## src/hdl/rci_consts.svh

```systemverilog
// Constants of the remote command interpreter
`ifndef RCI_CONSTS_SVH
`define RCI_CONSTS_SVH

`define CH_SPACE    8'h20
`define CH_CR       8'h0d
`define CH_LF       8'h0a
`define CH_PERIOD   8'h2e
`define CH_MINUS    8'h2d
`define CH_ADDR     8'h41
`define CH_SEP      8'h5f
`define CH_ZERO     8'h30
`define CH_NINE     8'h39

`define CMD_MAX     11
`define ADDR_DIGITS 3
`define FRAC_DIGITS 2

`define STR_OUT_MODE "out_mode_0"
`define STR_OUT_SP   "out_sp_0"
`define STR_IN_SP    "in_sp_0"
`define LEN_OUT_MODE 4'hb
`define LEN_OUT_SP   4'h9
`define LEN_IN_SP    4'h8

`define MODE_SP_SEL  8'h31
`define MODE_TUNE    8'h32
`define MODE_PROG    8'h33
`define MODE_SOURCE  8'h34
`define MODE_RUN     8'h35

`define SP_ONE       2'h0
`define SP_TWO       2'h1
`define SP_THREE     2'h2
`define TUNE_OFF     2'h0
`define TUNE_ONCE    2'h1
`define TUNE_ALWAYS  2'h2

`define DIG_POINT    3'h3
`define DIG_LAST     3'h5

`endif

```

## src/hdl/rci_pkg.sv

```systemverilog
// Types of the remote command interpreter
package rci_pkg;
   typedef enum logic [2:0] {
      P_SYNC, P_ADDR, P_CMD, P_PARAM, P_SKIP, P_WAIT
   } parse_state_t;
   typedef enum logic [2:0] {
      R_IDLE, R_PREFIX, R_SEP, R_SIGN, R_DIG, R_POINT, R_LF
   } reply_state_t;
endpackage

```

## src/hdl/rci_if.sv

```systemverilog
// Reply request and transmit stream between parser and reply generator
interface rci_if #(parameter int VAL_W = 20);
   logic                    start;
   logic signed [VAL_W-1:0] value;
   logic                    addr_en;
   logic [9:0]              addr;
   logic                    busy;
   logic                    tx_valid;
   logic [7:0]              tx_data;
   logic                    tx_ready;
   modport ctl (output start, value, addr_en, addr, tx_ready,
                input  busy, tx_valid, tx_data);
   modport rep (input  start, value, addr_en, addr, tx_ready,
                output busy, tx_valid, tx_data);
endinterface

```

## src/hdl/remote_command_interpreter.sv

```systemverilog
// Remote command interpreter: frame parser, settings and query replies
`include "rci_consts.svh"
module remote_command_interpreter #(
   parameter int VAL_W = 20
) (
   input  wire logic             i_core_clk,
   input  wire logic             i_rst,
   input  wire logic             i_rx_valid,
   input  wire logic [7:0]       i_rx_data,
   input  wire logic             i_tx_ready,
   input  wire logic             i_remote_mode,
   input  wire logic             i_multidrop,
   input  wire logic [9:0]       i_dev_addr,
   input  wire logic             i_alarm,
   output logic                  o_tx_valid,
   output logic [7:0]            o_tx_data,
   output logic                  o_run,
   output logic                  o_remote_stopped,
   output logic [1:0]            o_active_setpoint,
   output logic [1:0]            o_tuning_mode,
   output logic                  o_prog_input_current,
   output logic                  o_ext_control,
   output logic [VAL_W-1:0]      o_working_setpoint_one,
   output logic [VAL_W-1:0]      o_working_setpoint_two,
   output logic [VAL_W-1:0]      o_working_setpoint_three,
   output logic                  o_alarm_relay,
   output logic                  o_nv_store
);
   if (VAL_W < 8 || VAL_W > 20) begin : g_chk
      $error("remote_command_interpreter: VAL_W must lie in 8..20");
   end

   rci_if #(.VAL_W(VAL_W)) rif ();

   reply_tx #(.VAL_W(VAL_W)) u_reply (
      .i_core_clk (i_core_clk),
      .i_rst      (i_rst),
      .rif        (rif)
   );

   rci_pkg::parse_state_t st_r, st_nxt, st_eff;
   logic [8*`CMD_MAX-1:0] cmd_r, cmd_nxt;
   logic [3:0]            len_r, len_nxt;
   logic [9:0]            addr_r, addr_nxt;
   logic [1:0]            acnt_r, acnt_nxt;
   logic [19:0]           val_r, val_nxt;
   logic [1:0]            frac_r, frac_nxt;
   logic                  neg_r, neg_nxt, dot_r, dot_nxt;
   logic                  pdig_r, pdig_nxt, bad_r, bad_nxt;
   logic                  exec;
   logic [7:0]            ch;
   logic                  is_dig;
   logic [3:0]            dval;

   logic signed [VAL_W-1:0] sp_r [3];
   logic signed [VAL_W-1:0] sp_nxt [3];
   logic signed [VAL_W-1:0] rval_r, rval_nxt;
   logic        run_r, run_nxt, rstop_r, rstop_nxt, remd_r;
   logic [1:0]  asp_r, asp_nxt, tune_r, tune_nxt;
   logic        prog_r, prog_nxt, ext_r, ext_nxt;
   logic        alarm_r, nv_r, nv_nxt, start_r, start_nxt;

   assign ch = i_rx_data;
   assign is_dig = (ch >= `CH_ZERO) && (ch <= `CH_NINE);
   assign dval = 4'(ch - `CH_ZERO);

   //----------------------------------------------------------------
   // Frame parser
   //----------------------------------------------------------------
   always_comb begin
      st_eff = st_r;
      if (st_r == rci_pkg::P_SYNC) begin
         st_eff = i_multidrop ? rci_pkg::P_ADDR : rci_pkg::P_CMD;
      end
      st_nxt = st_r;
      cmd_nxt = cmd_r;
      len_nxt = len_r;
      addr_nxt = addr_r;
      acnt_nxt = acnt_r;
      val_nxt = val_r;
      frac_nxt = frac_r;
      neg_nxt = neg_r;
      dot_nxt = dot_r;
      pdig_nxt = pdig_r;
      bad_nxt = bad_r;
      exec = 1'b0;
      if (st_r == rci_pkg::P_WAIT) begin
         // Bytes arriving while a reply goes out are dropped
         if (!start_r && !rif.busy) begin
            st_nxt = rci_pkg::P_SYNC;
         end
      end else if (i_rx_valid && ch == `CH_CR) begin
         exec = !bad_r && (st_eff == rci_pkg::P_CMD ||
                           st_eff == rci_pkg::P_PARAM) &&
                len_r != 4'h0;
         st_nxt = rci_pkg::P_SYNC;
         if (exec && start_nxt) begin
            st_nxt = rci_pkg::P_WAIT;
         end
         cmd_nxt = '0;
         len_nxt = 4'h0;
         addr_nxt = 10'h000;
         acnt_nxt = 2'h0;
         val_nxt = 20'h00000;
         frac_nxt = 2'h0;
         neg_nxt = 1'b0;
         dot_nxt = 1'b0;
         pdig_nxt = 1'b0;
         bad_nxt = 1'b0;
      end else if (i_rx_valid) begin
         unique case (st_eff)
            rci_pkg::P_ADDR: begin
               st_nxt = rci_pkg::P_ADDR;
               if (acnt_r == 2'h0 && !len_r[3] && ch == `CH_ADDR &&
                   addr_r == 10'h000 && !pdig_r) begin
                  pdig_nxt = 1'b1;
               end else if (pdig_r && is_dig) begin
                  addr_nxt = 10'(addr_r * 10'd10 + {6'h00, dval});
                  acnt_nxt = acnt_r + 2'h1;
                  if (acnt_r == 2'(`ADDR_DIGITS - 1)) begin
                     st_nxt = rci_pkg::P_CMD;
                     pdig_nxt = 1'b0;
                  end
               end else begin
                  st_nxt = rci_pkg::P_SKIP;
               end
            end
            rci_pkg::P_SYNC, rci_pkg::P_CMD: begin
               st_nxt = rci_pkg::P_CMD;
               if (ch == `CH_SPACE && len_r != 4'h0) begin
                  st_nxt = rci_pkg::P_PARAM;
               end else if (len_r == 4'h0 && i_multidrop &&
                            (ch == `CH_SEP || ch == `CH_SPACE)) begin
                  st_nxt = rci_pkg::P_CMD;
               end else if (len_r < 4'(`CMD_MAX)) begin
                  cmd_nxt = {cmd_r[8*`CMD_MAX-9:0], ch};
                  len_nxt = len_r + 4'h1;
               end else begin
                  st_nxt = rci_pkg::P_SKIP;
               end
            end
            rci_pkg::P_PARAM: begin
               if (ch == `CH_MINUS && !pdig_r && !neg_r && !dot_r) begin
                  neg_nxt = 1'b1;
               end else if (ch == `CH_PERIOD && !dot_r) begin
                  dot_nxt = 1'b1;
               end else if (is_dig) begin
                  pdig_nxt = 1'b1;
                  if (!dot_r || frac_r < 2'(`FRAC_DIGITS)) begin
                     val_nxt = 20'(val_r * 20'd10 + {16'h0000, dval});
                  end
                  if (dot_r && frac_r < 2'(`FRAC_DIGITS)) begin
                     frac_nxt = frac_r + 2'h1;
                  end
               end else if (ch != `CH_SPACE) begin
                  bad_nxt = 1'b1;
               end
            end
            rci_pkg::P_SKIP: begin
               st_nxt = rci_pkg::P_SKIP;
            end
            rci_pkg::P_WAIT: begin
               st_nxt = rci_pkg::P_WAIT;
            end
         endcase
      end
   end

   always_ff @(posedge i_core_clk or posedge i_rst) begin
      if (i_rst) begin
         st_r <= rci_pkg::P_SYNC;
         cmd_r <= '0;
         len_r <= 4'h0;
         addr_r <= 10'h000;
         acnt_r <= 2'h0;
         val_r <= 20'h00000;
         frac_r <= 2'h0;
         neg_r <= 1'b0;
         dot_r <= 1'b0;
         pdig_r <= 1'b0;
         bad_r <= 1'b0;
      end else begin
         st_r <= st_nxt;
         cmd_r <= cmd_nxt;
         len_r <= len_nxt;
         addr_r <= addr_nxt;
         acnt_r <= acnt_nxt;
         val_r <= val_nxt;
         frac_r <= frac_nxt;
         neg_r <= neg_nxt;
         dot_r <= dot_nxt;
         pdig_r <= pdig_nxt;
         bad_r <= bad_nxt;
      end
   end

   //----------------------------------------------------------------
   // Command decode and settings
   //----------------------------------------------------------------
   always_comb begin
      logic        addr_ok, set_ok, intp, is_mode, is_osp, is_isp;
      logic [19:0] scaled;
      logic [7:0]  sel;
      logic [1:0]  idx;
      logic [3:0]  p;
      scaled = 20'h00000;
      addr_ok = !i_multidrop || addr_r == i_dev_addr;
      set_ok = exec && addr_ok && i_remote_mode && pdig_r;
      intp = !dot_r && !neg_r && val_r < 20'h00010;
      p = val_r[3:0];
      sel = cmd_r[7:0];
      idx = 2'(sel - `CH_ZERO);
      is_mode = len_r == `LEN_OUT_MODE &&
                cmd_r[8*`CMD_MAX-1:8] == `STR_OUT_MODE;
      is_osp = len_r == `LEN_OUT_SP && cmd_r[71:8] == `STR_OUT_SP;
      is_isp = len_r == `LEN_IN_SP && cmd_r[63:8] == `STR_IN_SP;
      unique case (frac_r)
         2'h0: scaled = 20'(val_r * 20'd100);
         2'h1: scaled = 20'(val_r * 20'd10);
         default: scaled = val_r;
      endcase
      for (int i = 0; i < 3; i++) begin
         sp_nxt[i] = sp_r[i];
      end
      run_nxt = run_r;
      asp_nxt = asp_r;
      tune_nxt = tune_r;
      prog_nxt = prog_r;
      ext_nxt = ext_r;
      nv_nxt = 1'b0;
      rval_nxt = rval_r;
      start_nxt = 1'b0;
      if (set_ok && is_mode && intp) begin
         unique case (sel)
            `MODE_SP_SEL: if (p <= 4'h2) asp_nxt = p[1:0];
            `MODE_TUNE:   if (p <= 4'h2) tune_nxt = p[1:0];
            `MODE_PROG:   if (p <= 4'h1) prog_nxt = p[0];
            `MODE_SOURCE: if (p <= 4'h1) ext_nxt = p[0];
            `MODE_RUN:    if (p <= 4'h1) run_nxt = p[0];
            default: ;
         endcase
         nv_nxt = sel != `MODE_RUN && p <= 4'h2;
      end
      if (set_ok && is_osp && !bad_r &&
          8'(sel - `CH_ZERO) <= {6'h00, `SP_THREE}) begin
         // Stored as hundredths of the current display unit
         sp_nxt[idx] = neg_r ? VAL_W'(-scaled) : VAL_W'(scaled);
         nv_nxt = 1'b1;
      end
      if (exec && addr_ok && is_isp && !pdig_r &&
          8'(sel - `CH_ZERO) <= {6'h00, `SP_THREE}) begin
         rval_nxt = sp_r[idx];
         start_nxt = 1'b1;
      end
      if (i_remote_mode && !remd_r) begin
         run_nxt = 1'b0;
      end
      rstop_nxt = i_remote_mode && !run_nxt;
   end

   always_ff @(posedge i_core_clk or posedge i_rst) begin
      if (i_rst) begin
         for (int i = 0; i < 3; i++) begin
            sp_r[i] <= '0;
         end
         run_r <= 1'b0;
         rstop_r <= 1'b0;
         remd_r <= 1'b0;
         asp_r <= `SP_ONE;
         tune_r <= `TUNE_OFF;
         prog_r <= 1'b0;
         ext_r <= 1'b0;
         alarm_r <= 1'b0;
         nv_r <= 1'b0;
         start_r <= 1'b0;
         rval_r <= '0;
      end else begin
         for (int i = 0; i < 3; i++) begin
            sp_r[i] <= sp_nxt[i];
         end
         run_r <= run_nxt;
         rstop_r <= rstop_nxt;
         remd_r <= i_remote_mode;
         asp_r <= asp_nxt;
         tune_r <= tune_nxt;
         prog_r <= prog_nxt;
         ext_r <= ext_nxt;
         alarm_r <= i_alarm;
         nv_r <= nv_nxt;
         start_r <= start_nxt;
         rval_r <= rval_nxt;
      end
   end

   assign rif.start = start_r;
   assign rif.value = rval_r;
   assign rif.addr_en = i_multidrop;
   assign rif.addr = i_dev_addr;
   assign rif.tx_ready = i_tx_ready;

   assign o_tx_valid = rif.tx_valid;
   assign o_tx_data = rif.tx_data;
   assign o_run = run_r;
   assign o_remote_stopped = rstop_r;
   assign o_active_setpoint = asp_r;
   assign o_tuning_mode = tune_r;
   assign o_prog_input_current = prog_r;
   assign o_ext_control = ext_r;
   assign o_working_setpoint_one = sp_r[0];
   assign o_working_setpoint_two = sp_r[1];
   assign o_working_setpoint_three = sp_r[2];
   assign o_alarm_relay = alarm_r;
   assign o_nv_store = nv_r;
endmodule

```

## src/hdl/reply_tx.sv

```systemverilog
// Reply string generator: address prefix, decimal value, line feed
`include "rci_consts.svh"
module reply_tx #(
   parameter int VAL_W = 20
) (
   input  wire logic i_core_clk,
   input  wire logic i_rst,
   rci_if.rep        rif
);
   if (VAL_W < 8 || VAL_W > 20) begin : g_chk
      $error("reply_tx: VAL_W must lie in 8..20");
   end

   rci_pkg::reply_state_t st_r, st_nxt;
   logic [19:0] mag_r, mag_nxt, rem_r, rem_nxt;
   logic [2:0]  idx_r, idx_nxt;
   logic [3:0]  dig_r, dig_nxt;
   logic        calc_r, calc_nxt, lead_r, lead_nxt;
   logic        aph_r, aph_nxt, neg_r, neg_nxt;
   logic        txv_r, txv_nxt;
   logic [7:0]  txd_r, txd_nxt;

   function automatic logic [19:0] pow10(input logic [2:0] i);
      logic [19:0] p;
      p = 20'h00001;
      case (i)
         3'h0: p = 20'h186a0;
         3'h1: p = 20'h02710;
         3'h2: p = 20'h003e8;
         3'h3: p = 20'h00064;
         3'h4: p = 20'h0000a;
         default: p = 20'h00001;
      endcase
      return p;
   endfunction

   assign rif.busy     = (st_r != rci_pkg::R_IDLE);
   assign rif.tx_valid = txv_r;
   assign rif.tx_data  = txd_r;

   //----------------------------------------------------------------
   // Character sequencer
   //----------------------------------------------------------------
   always_comb begin
      logic acc;
      logic [VAL_W-1:0] absv;
      acc = txv_r && rif.tx_ready;
      absv = rif.value[VAL_W-1] ? VAL_W'(-rif.value) : rif.value;
      st_nxt = st_r;
      mag_nxt = mag_r;
      rem_nxt = rem_r;
      idx_nxt = idx_r;
      dig_nxt = dig_r;
      calc_nxt = calc_r;
      lead_nxt = lead_r;
      aph_nxt = aph_r;
      neg_nxt = neg_r;
      txv_nxt = acc ? 1'b0 : txv_r;
      txd_nxt = txd_r;
      unique case (st_r)
         rci_pkg::R_IDLE: begin
            if (rif.start) begin
               mag_nxt = 20'(absv);
               neg_nxt = rif.value[VAL_W-1];
               st_nxt = rif.addr_en ? rci_pkg::R_PREFIX
                                    : rci_pkg::R_SIGN;
            end
         end
         rci_pkg::R_PREFIX: begin
            if (!txv_r) begin
               txv_nxt = 1'b1;
               txd_nxt = `CH_ADDR;
            end else if (acc) begin
               rem_nxt = 20'(rif.addr);
               idx_nxt = `DIG_POINT;
               lead_nxt = 1'b0;
               aph_nxt = 1'b1;
               st_nxt = rci_pkg::R_DIG;
            end
         end
         rci_pkg::R_SEP: begin
            if (!txv_r) begin
               txv_nxt = 1'b1;
               txd_nxt = `CH_SEP;
            end else if (acc) begin
               st_nxt = rci_pkg::R_SIGN;
            end
         end
         rci_pkg::R_SIGN: begin
            if (neg_r && !txv_r) begin
               txv_nxt = 1'b1;
               txd_nxt = `CH_MINUS;
            end else if (!neg_r || acc) begin
               rem_nxt = mag_r;
               idx_nxt = 3'h0;
               lead_nxt = 1'b1;
               aph_nxt = 1'b0;
               st_nxt = rci_pkg::R_DIG;
            end
         end
         rci_pkg::R_DIG: begin
            if (!calc_r) begin
               if (rem_r >= pow10(idx_r)) begin
                  rem_nxt = rem_r - pow10(idx_r);
                  dig_nxt = dig_r + 4'h1;
               end else begin
                  calc_nxt = 1'b1;
               end
            end else if (lead_r && dig_r == 4'h0 &&
                         idx_r < `DIG_POINT) begin
               calc_nxt = 1'b0;
               idx_nxt = idx_r + 3'h1;
            end else if (!txv_r) begin
               txv_nxt = 1'b1;
               txd_nxt = `CH_ZERO + {4'h0, dig_r};
            end else if (acc) begin
               calc_nxt = 1'b0;
               dig_nxt = 4'h0;
               lead_nxt = 1'b0;
               idx_nxt = idx_r + 3'h1;
               if (idx_r == `DIG_LAST) begin
                  st_nxt = aph_r ? rci_pkg::R_SEP : rci_pkg::R_LF;
               end else if (idx_r == `DIG_POINT && !aph_r) begin
                  st_nxt = rci_pkg::R_POINT;
               end
            end
         end
         rci_pkg::R_POINT: begin
            if (!txv_r) begin
               txv_nxt = 1'b1;
               txd_nxt = `CH_PERIOD;
            end else if (acc) begin
               st_nxt = rci_pkg::R_DIG;
            end
         end
         rci_pkg::R_LF: begin
            if (!txv_r) begin
               txv_nxt = 1'b1;
               txd_nxt = `CH_LF;
            end else if (acc) begin
               st_nxt = rci_pkg::R_IDLE;
            end
         end
      endcase
   end

   always_ff @(posedge i_core_clk or posedge i_rst) begin
      if (i_rst) begin
         st_r <= rci_pkg::R_IDLE;
         mag_r <= 20'h00000;
         rem_r <= 20'h00000;
         idx_r <= 3'h0;
         dig_r <= 4'h0;
         calc_r <= 1'b0;
         lead_r <= 1'b0;
         aph_r <= 1'b0;
         neg_r <= 1'b0;
         txv_r <= 1'b0;
         txd_r <= 8'h00;
      end else begin
         st_r <= st_nxt;
         mag_r <= mag_nxt;
         rem_r <= rem_nxt;
         idx_r <= idx_nxt;
         dig_r <= dig_nxt;
         calc_r <= calc_nxt;
         lead_r <= lead_nxt;
         aph_r <= aph_nxt;
         neg_r <= neg_nxt;
         txv_r <= txv_nxt;
         txd_r <= txd_nxt;
      end
   end
endmodule

```

## config.mk

```make
export PLATFORM = sky130hd
export DESIGN_NAME = remote_command_interpreter
export DESIGN_NICKNAME = d
export VERILOG_FILES = /design/src/hdl/rci_pkg.sv /design/src/hdl/rci_if.sv /design/src/hdl/remote_command_interpreter.sv /design/src/hdl/reply_tx.sv
export VERILOG_INCLUDE_DIRS = /design/src /design/src/hdl
export SDC_FILE = /design/constraint.sdc
export NUM_CORES = 1
export LEC_CHECK = 0
export BUFFER_PORTS_ARGS = -buffer_cell sky130_fd_sc_hd__buf_2
export CORE_UTILIZATION = 55
export CTS_CLUSTER_DIAMETER = 50
export CTS_CLUSTER_SIZE = 28
export DETAILED_ROUTE_END_ITERATION = 10
export PLACE_DENSITY = 0.73
export SLEW_MARGIN = 0
export SYNTH_ARGS = -nofsm -noshare
export SYNTH_HDL_FRONTEND = slang
export SYNTH_SLANG_ARGS = --single-unit
```

## constraint.sdc

```tcl
create_clock -name i_core_clk -period 12.45 [get_ports i_core_clk]
set_input_delay 0 -clock i_core_clk [delete_from_list [all_inputs] [get_ports i_core_clk]]
set_output_delay 0 -clock i_core_clk [all_outputs]
set_load 0.01 [all_outputs]
```

==> results.py <==
metrics = {
    "timing": {
        "slew_violations": 0,
        "rsz0062_at_grt": "no",
        "max_freq_ghz": 0.200,
        "fin_tns_setup_ps": 0,
        "setup_viol": 0,
        "post-route-min-period_ps": 5010,
        "finalWorstSetupSlack_ps": 7440,
        "clock_skew_ps": 14.3,
        "hold_viol": 0,
        "slew_headroom": 0.187,
        "worstMarginPinSlew_ps": 1210,
        "finalCritPeriodShare": 0.403,
    },
    "drt": {
        "wl_per_cell_um": 19.2,
        "wirelength_um": 46200,
        "viasPerCell": 6.11,
        "drt-pass1-iter-count": 5,
        "dr_total_vias": 14700,
        "drc_errors": 0,
        "detail-route-antenna-nets": 0,
        "drt_iter0_markers": 1360,
    },
    "layout": {
        "fin_util": 0.629,
        "multiInputGateArea_mm2": 0.00984,
        "syn_to_final_growth_pct": 12.1,
        "num-fill-cells": 2533,
        "final_nets": 2154,
        "layout_common_cells": "287 x dfrtp_1, 242 x nand2_1, 186 x o21ai_0, 134 x ha_1, 103 x inv_1",
        "final_common_cell": "dfrtp_1",
        "register_area_mm2": 0.00718,
        "drive_gt1_frac": 0.113,
    },
    "worst_setup_path": {
        "criticalPathCategory": "reg -> reg",
        "path_max_fanout": 33,
        "cp-start-kind": "register",
        "endpoint_kind": "register",
        "critPathArrivalTime_ps": 5520,
        "required_ps": 12960,
    },
    "synth": {
        "synth_top_family_by_area": "compound AO/OA/AOI/OAI gates",
        "synth_adder_area_share": 0.114,
        "synth_xor_area_frac": 0.0553,
        "avgSynthCellArea_um2": 9.37,
        "ys_ff_latch": 287,
        "synth_top_flop_cell": "dfrtp_1",
        "async_reset_ff_frac": 1.00,
        "syn-cell-area_mm2": 0.0177,
        "seq_area_frac_synth": 0.405,
        "synth_nets": 2070,
        "ys_warn_count": 0,
        "synth_cell_types": 85,
        "synth_mux_area_frac": 0.0350,
        "synth_edf_count": 0,
        "synth_compound_area_frac": 0.201,
        "syn_inst": 1894,
        "synth-simple-area-share": 0.149,
    },
    "grt": {
        "antenna_found_initial": 1,
        "grt_usage": 0.282,
        "gr-total-overflow": 0,
        "grt_max_degree": 139,
        "grt_pass1_wl_um": 75000,
        "grt_pass1_vias": 14100,
    },
    "run_status": {
        "status": "finished clean",
    },
    "pwr": {
        "p_leak_nw": 9.42,
        "p_per_area_mw_per_mm2": 179,
        "irDropWorstVdd_v": 0.000134,
    },
    "clock_tree": {
        "cts_tree": "done",
        "cts-htree-levels": 1,
        "clock_latency_ps": 590,
        "cts_inserted_buffers": 31,
        "clock_sinks": 287,
        "cts_root_buf": "clkbuf_16",
        "cts_buffer_depth": 3,
        "cts.clk_slew.worst_paths_ps": 60,
        "post-cts-setup-buffers": 0,
    },
    "placement": {
        "gp_congestion": 0.950,
        "dp_hpwl_um": 33100,
        "portBuffers": 102,
        "preCtsSetupSlack_ps": 7620,
    },
    "worst_hold_path": {
        "hold_path.class": "in -> reg",
    },
    "run": {
        "cap_violations": 0,
    },
    "floorplan": {
        "die_x_um": 182,
        "die_area_mm2": 0.0330,
        "placeableCoreArea_mm2": 0.0316,
        "dieHeight_um": 182,
        "initial_core_util": 0.561,
        "ios": 104,
        "rows": 65,
    },
}
Yosys cell counts (all sizes together), types with 7 or more instances:
master / instances / area, µm²
a211oi: 17 / 133
a21o: 15 / 113
a21oi: 76 / 384
a221oi: 10 / 87.6
a22o: 85 / 744
a22oi: 16 / 120
a31oi: 12 / 75.1
and2: 10 / 62.6
and3: 7 / 43.8
buf: 14 / 61.3
clkbuf: 75 / 282
dfrtp: 287 / 7180
fa: 17 / 340
ha: 134 / 1680
inv: 105 / 394
mux2: 32 / 360
mux2i: 26 / 260
nand2: 242 / 908
nand2b: 18 / 113
nand3: 39 / 200
nand4: 25 / 156
nor2: 90 / 338
nor2b: 13 / 88.8
nor3: 31 / 160
nor4: 13 / 103
nor4b: 7 / 61.3
o211ai: 9 / 67.6
o21a: 12 / 90.1
o21ai: 211 / 1060
o31ai: 21 / 158
o41ai: 7 / 76.3
or3: 12 / 75.1
xnor2: 58 / 508
xor2: 54 / 473
stage by stage:
step	area (µm²)	instances	hold WS [ps]	power, W
6_report	19900	2404	61.6	0.00356
5_1_grt	19900	2404	79.6	0.00379
4_1_cts	19900	2403	35.0	0.00355
3_5_place_dp	18600	2324	115	0.00256
3_3_place_gp	18600	2324	111	0.00253
2_1_floorplan	17700	1894	31.4	0.00223
per-layer routing:
| layer | global-route usage | up-vias | share of wire |
|---|---|---|---|
| met5 | 0 | - | 0 |
| met3 | 0.0319 | 98 | 0.050 |
| met2 | 0.458 | 478 | 0.47 |
| met1 | 0.397 | 7146 | 0.45 |
| li1 | - | 6973 | - |
| met4 | 0.0864 | 0 | 0.031 |
flip-flops by register name, indices dropped and copies added (netlist names), 3 cells and up:
name                      count
u_reply.idx_r                 3
u_reply.rem_r                20
u_reply.mag_r                20
u_reply.dig_r                 4
st_r                          3
cmd_r                        88
o_working_setpoint_one       20
o_working_setpoint_three     20
u_reply.rif.tx_data           7
addr_r                       10
o_working_setpoint_two       20
len_r                         4
rif.value                    20
u_reply.st_r                  3
val_r                        20
area by class of cell:
type	count	share of cell area
clock buffers	32	0.0397
repair buffers	140	0.0429
clock inverters	24	0.0156
flip-flops and latches	287	0.361
well taps	402	0.0253
diodes	1	0.000126
inverters	107	0.0206
multi-input cells	1411	0.495
kinds of logic after synthesis:
logic type,count (synthesis)
compound gates,542
xor+xnor,112
other cells,1
fa+ha+maj,151
buf+inv,196
mux,58
simple gates,547
flops,287
power by group:
part	total, W	internal (W)	switching (W)
clock	0.000980	0.000546	0.000434
sequential	0.00127	0.00110	0.000176
combinational	0.00131	0.000513	0.000799
final timing paths:
path                              startpoint  cells past startpoint  slack (ps)           endpoint
setup reg to reg            u_reply.idx_r[0]                     17        7440   u_reply.dig_r[0]
setup / recovery            u_reply.idx_r[0]                     17        7440   u_reply.dig_r[0]
min in group asynchronous              i_rst                      3         150          cmd_r[31]
max in group asynchronous              i_rst                      4       10650   u_reply.mag_r[1]
hold reg to reg            u_reply.mag_r[16]                      2         480  u_reply.mag_r[16]
hold / removal                       i_alarm                      2          60      o_alarm_relay
repair_timing:
action,4_1_cts,5_1_grt
endpoints found under the hold margin,177,0
resized for setup,0,0
hold buffers,23,0
worst max-delay path, stage by stage, from the launching register on:
cell and delay [ps]:
dfrtp_1 430, inv_1 130, ha_1 230, o21ai_0 400, nand2_1 160, inv_1 100, ha_1 160, inv_1 50
fa_1 400, a21o_1 180, a21oi_1 230, nor2b_1 80, o21a_1 190, o41a_1 420, o31ai_1 580, a21o_1 820
a21oi_1 190, a21oi_1 190
Power figures use the tool's default switching activity.
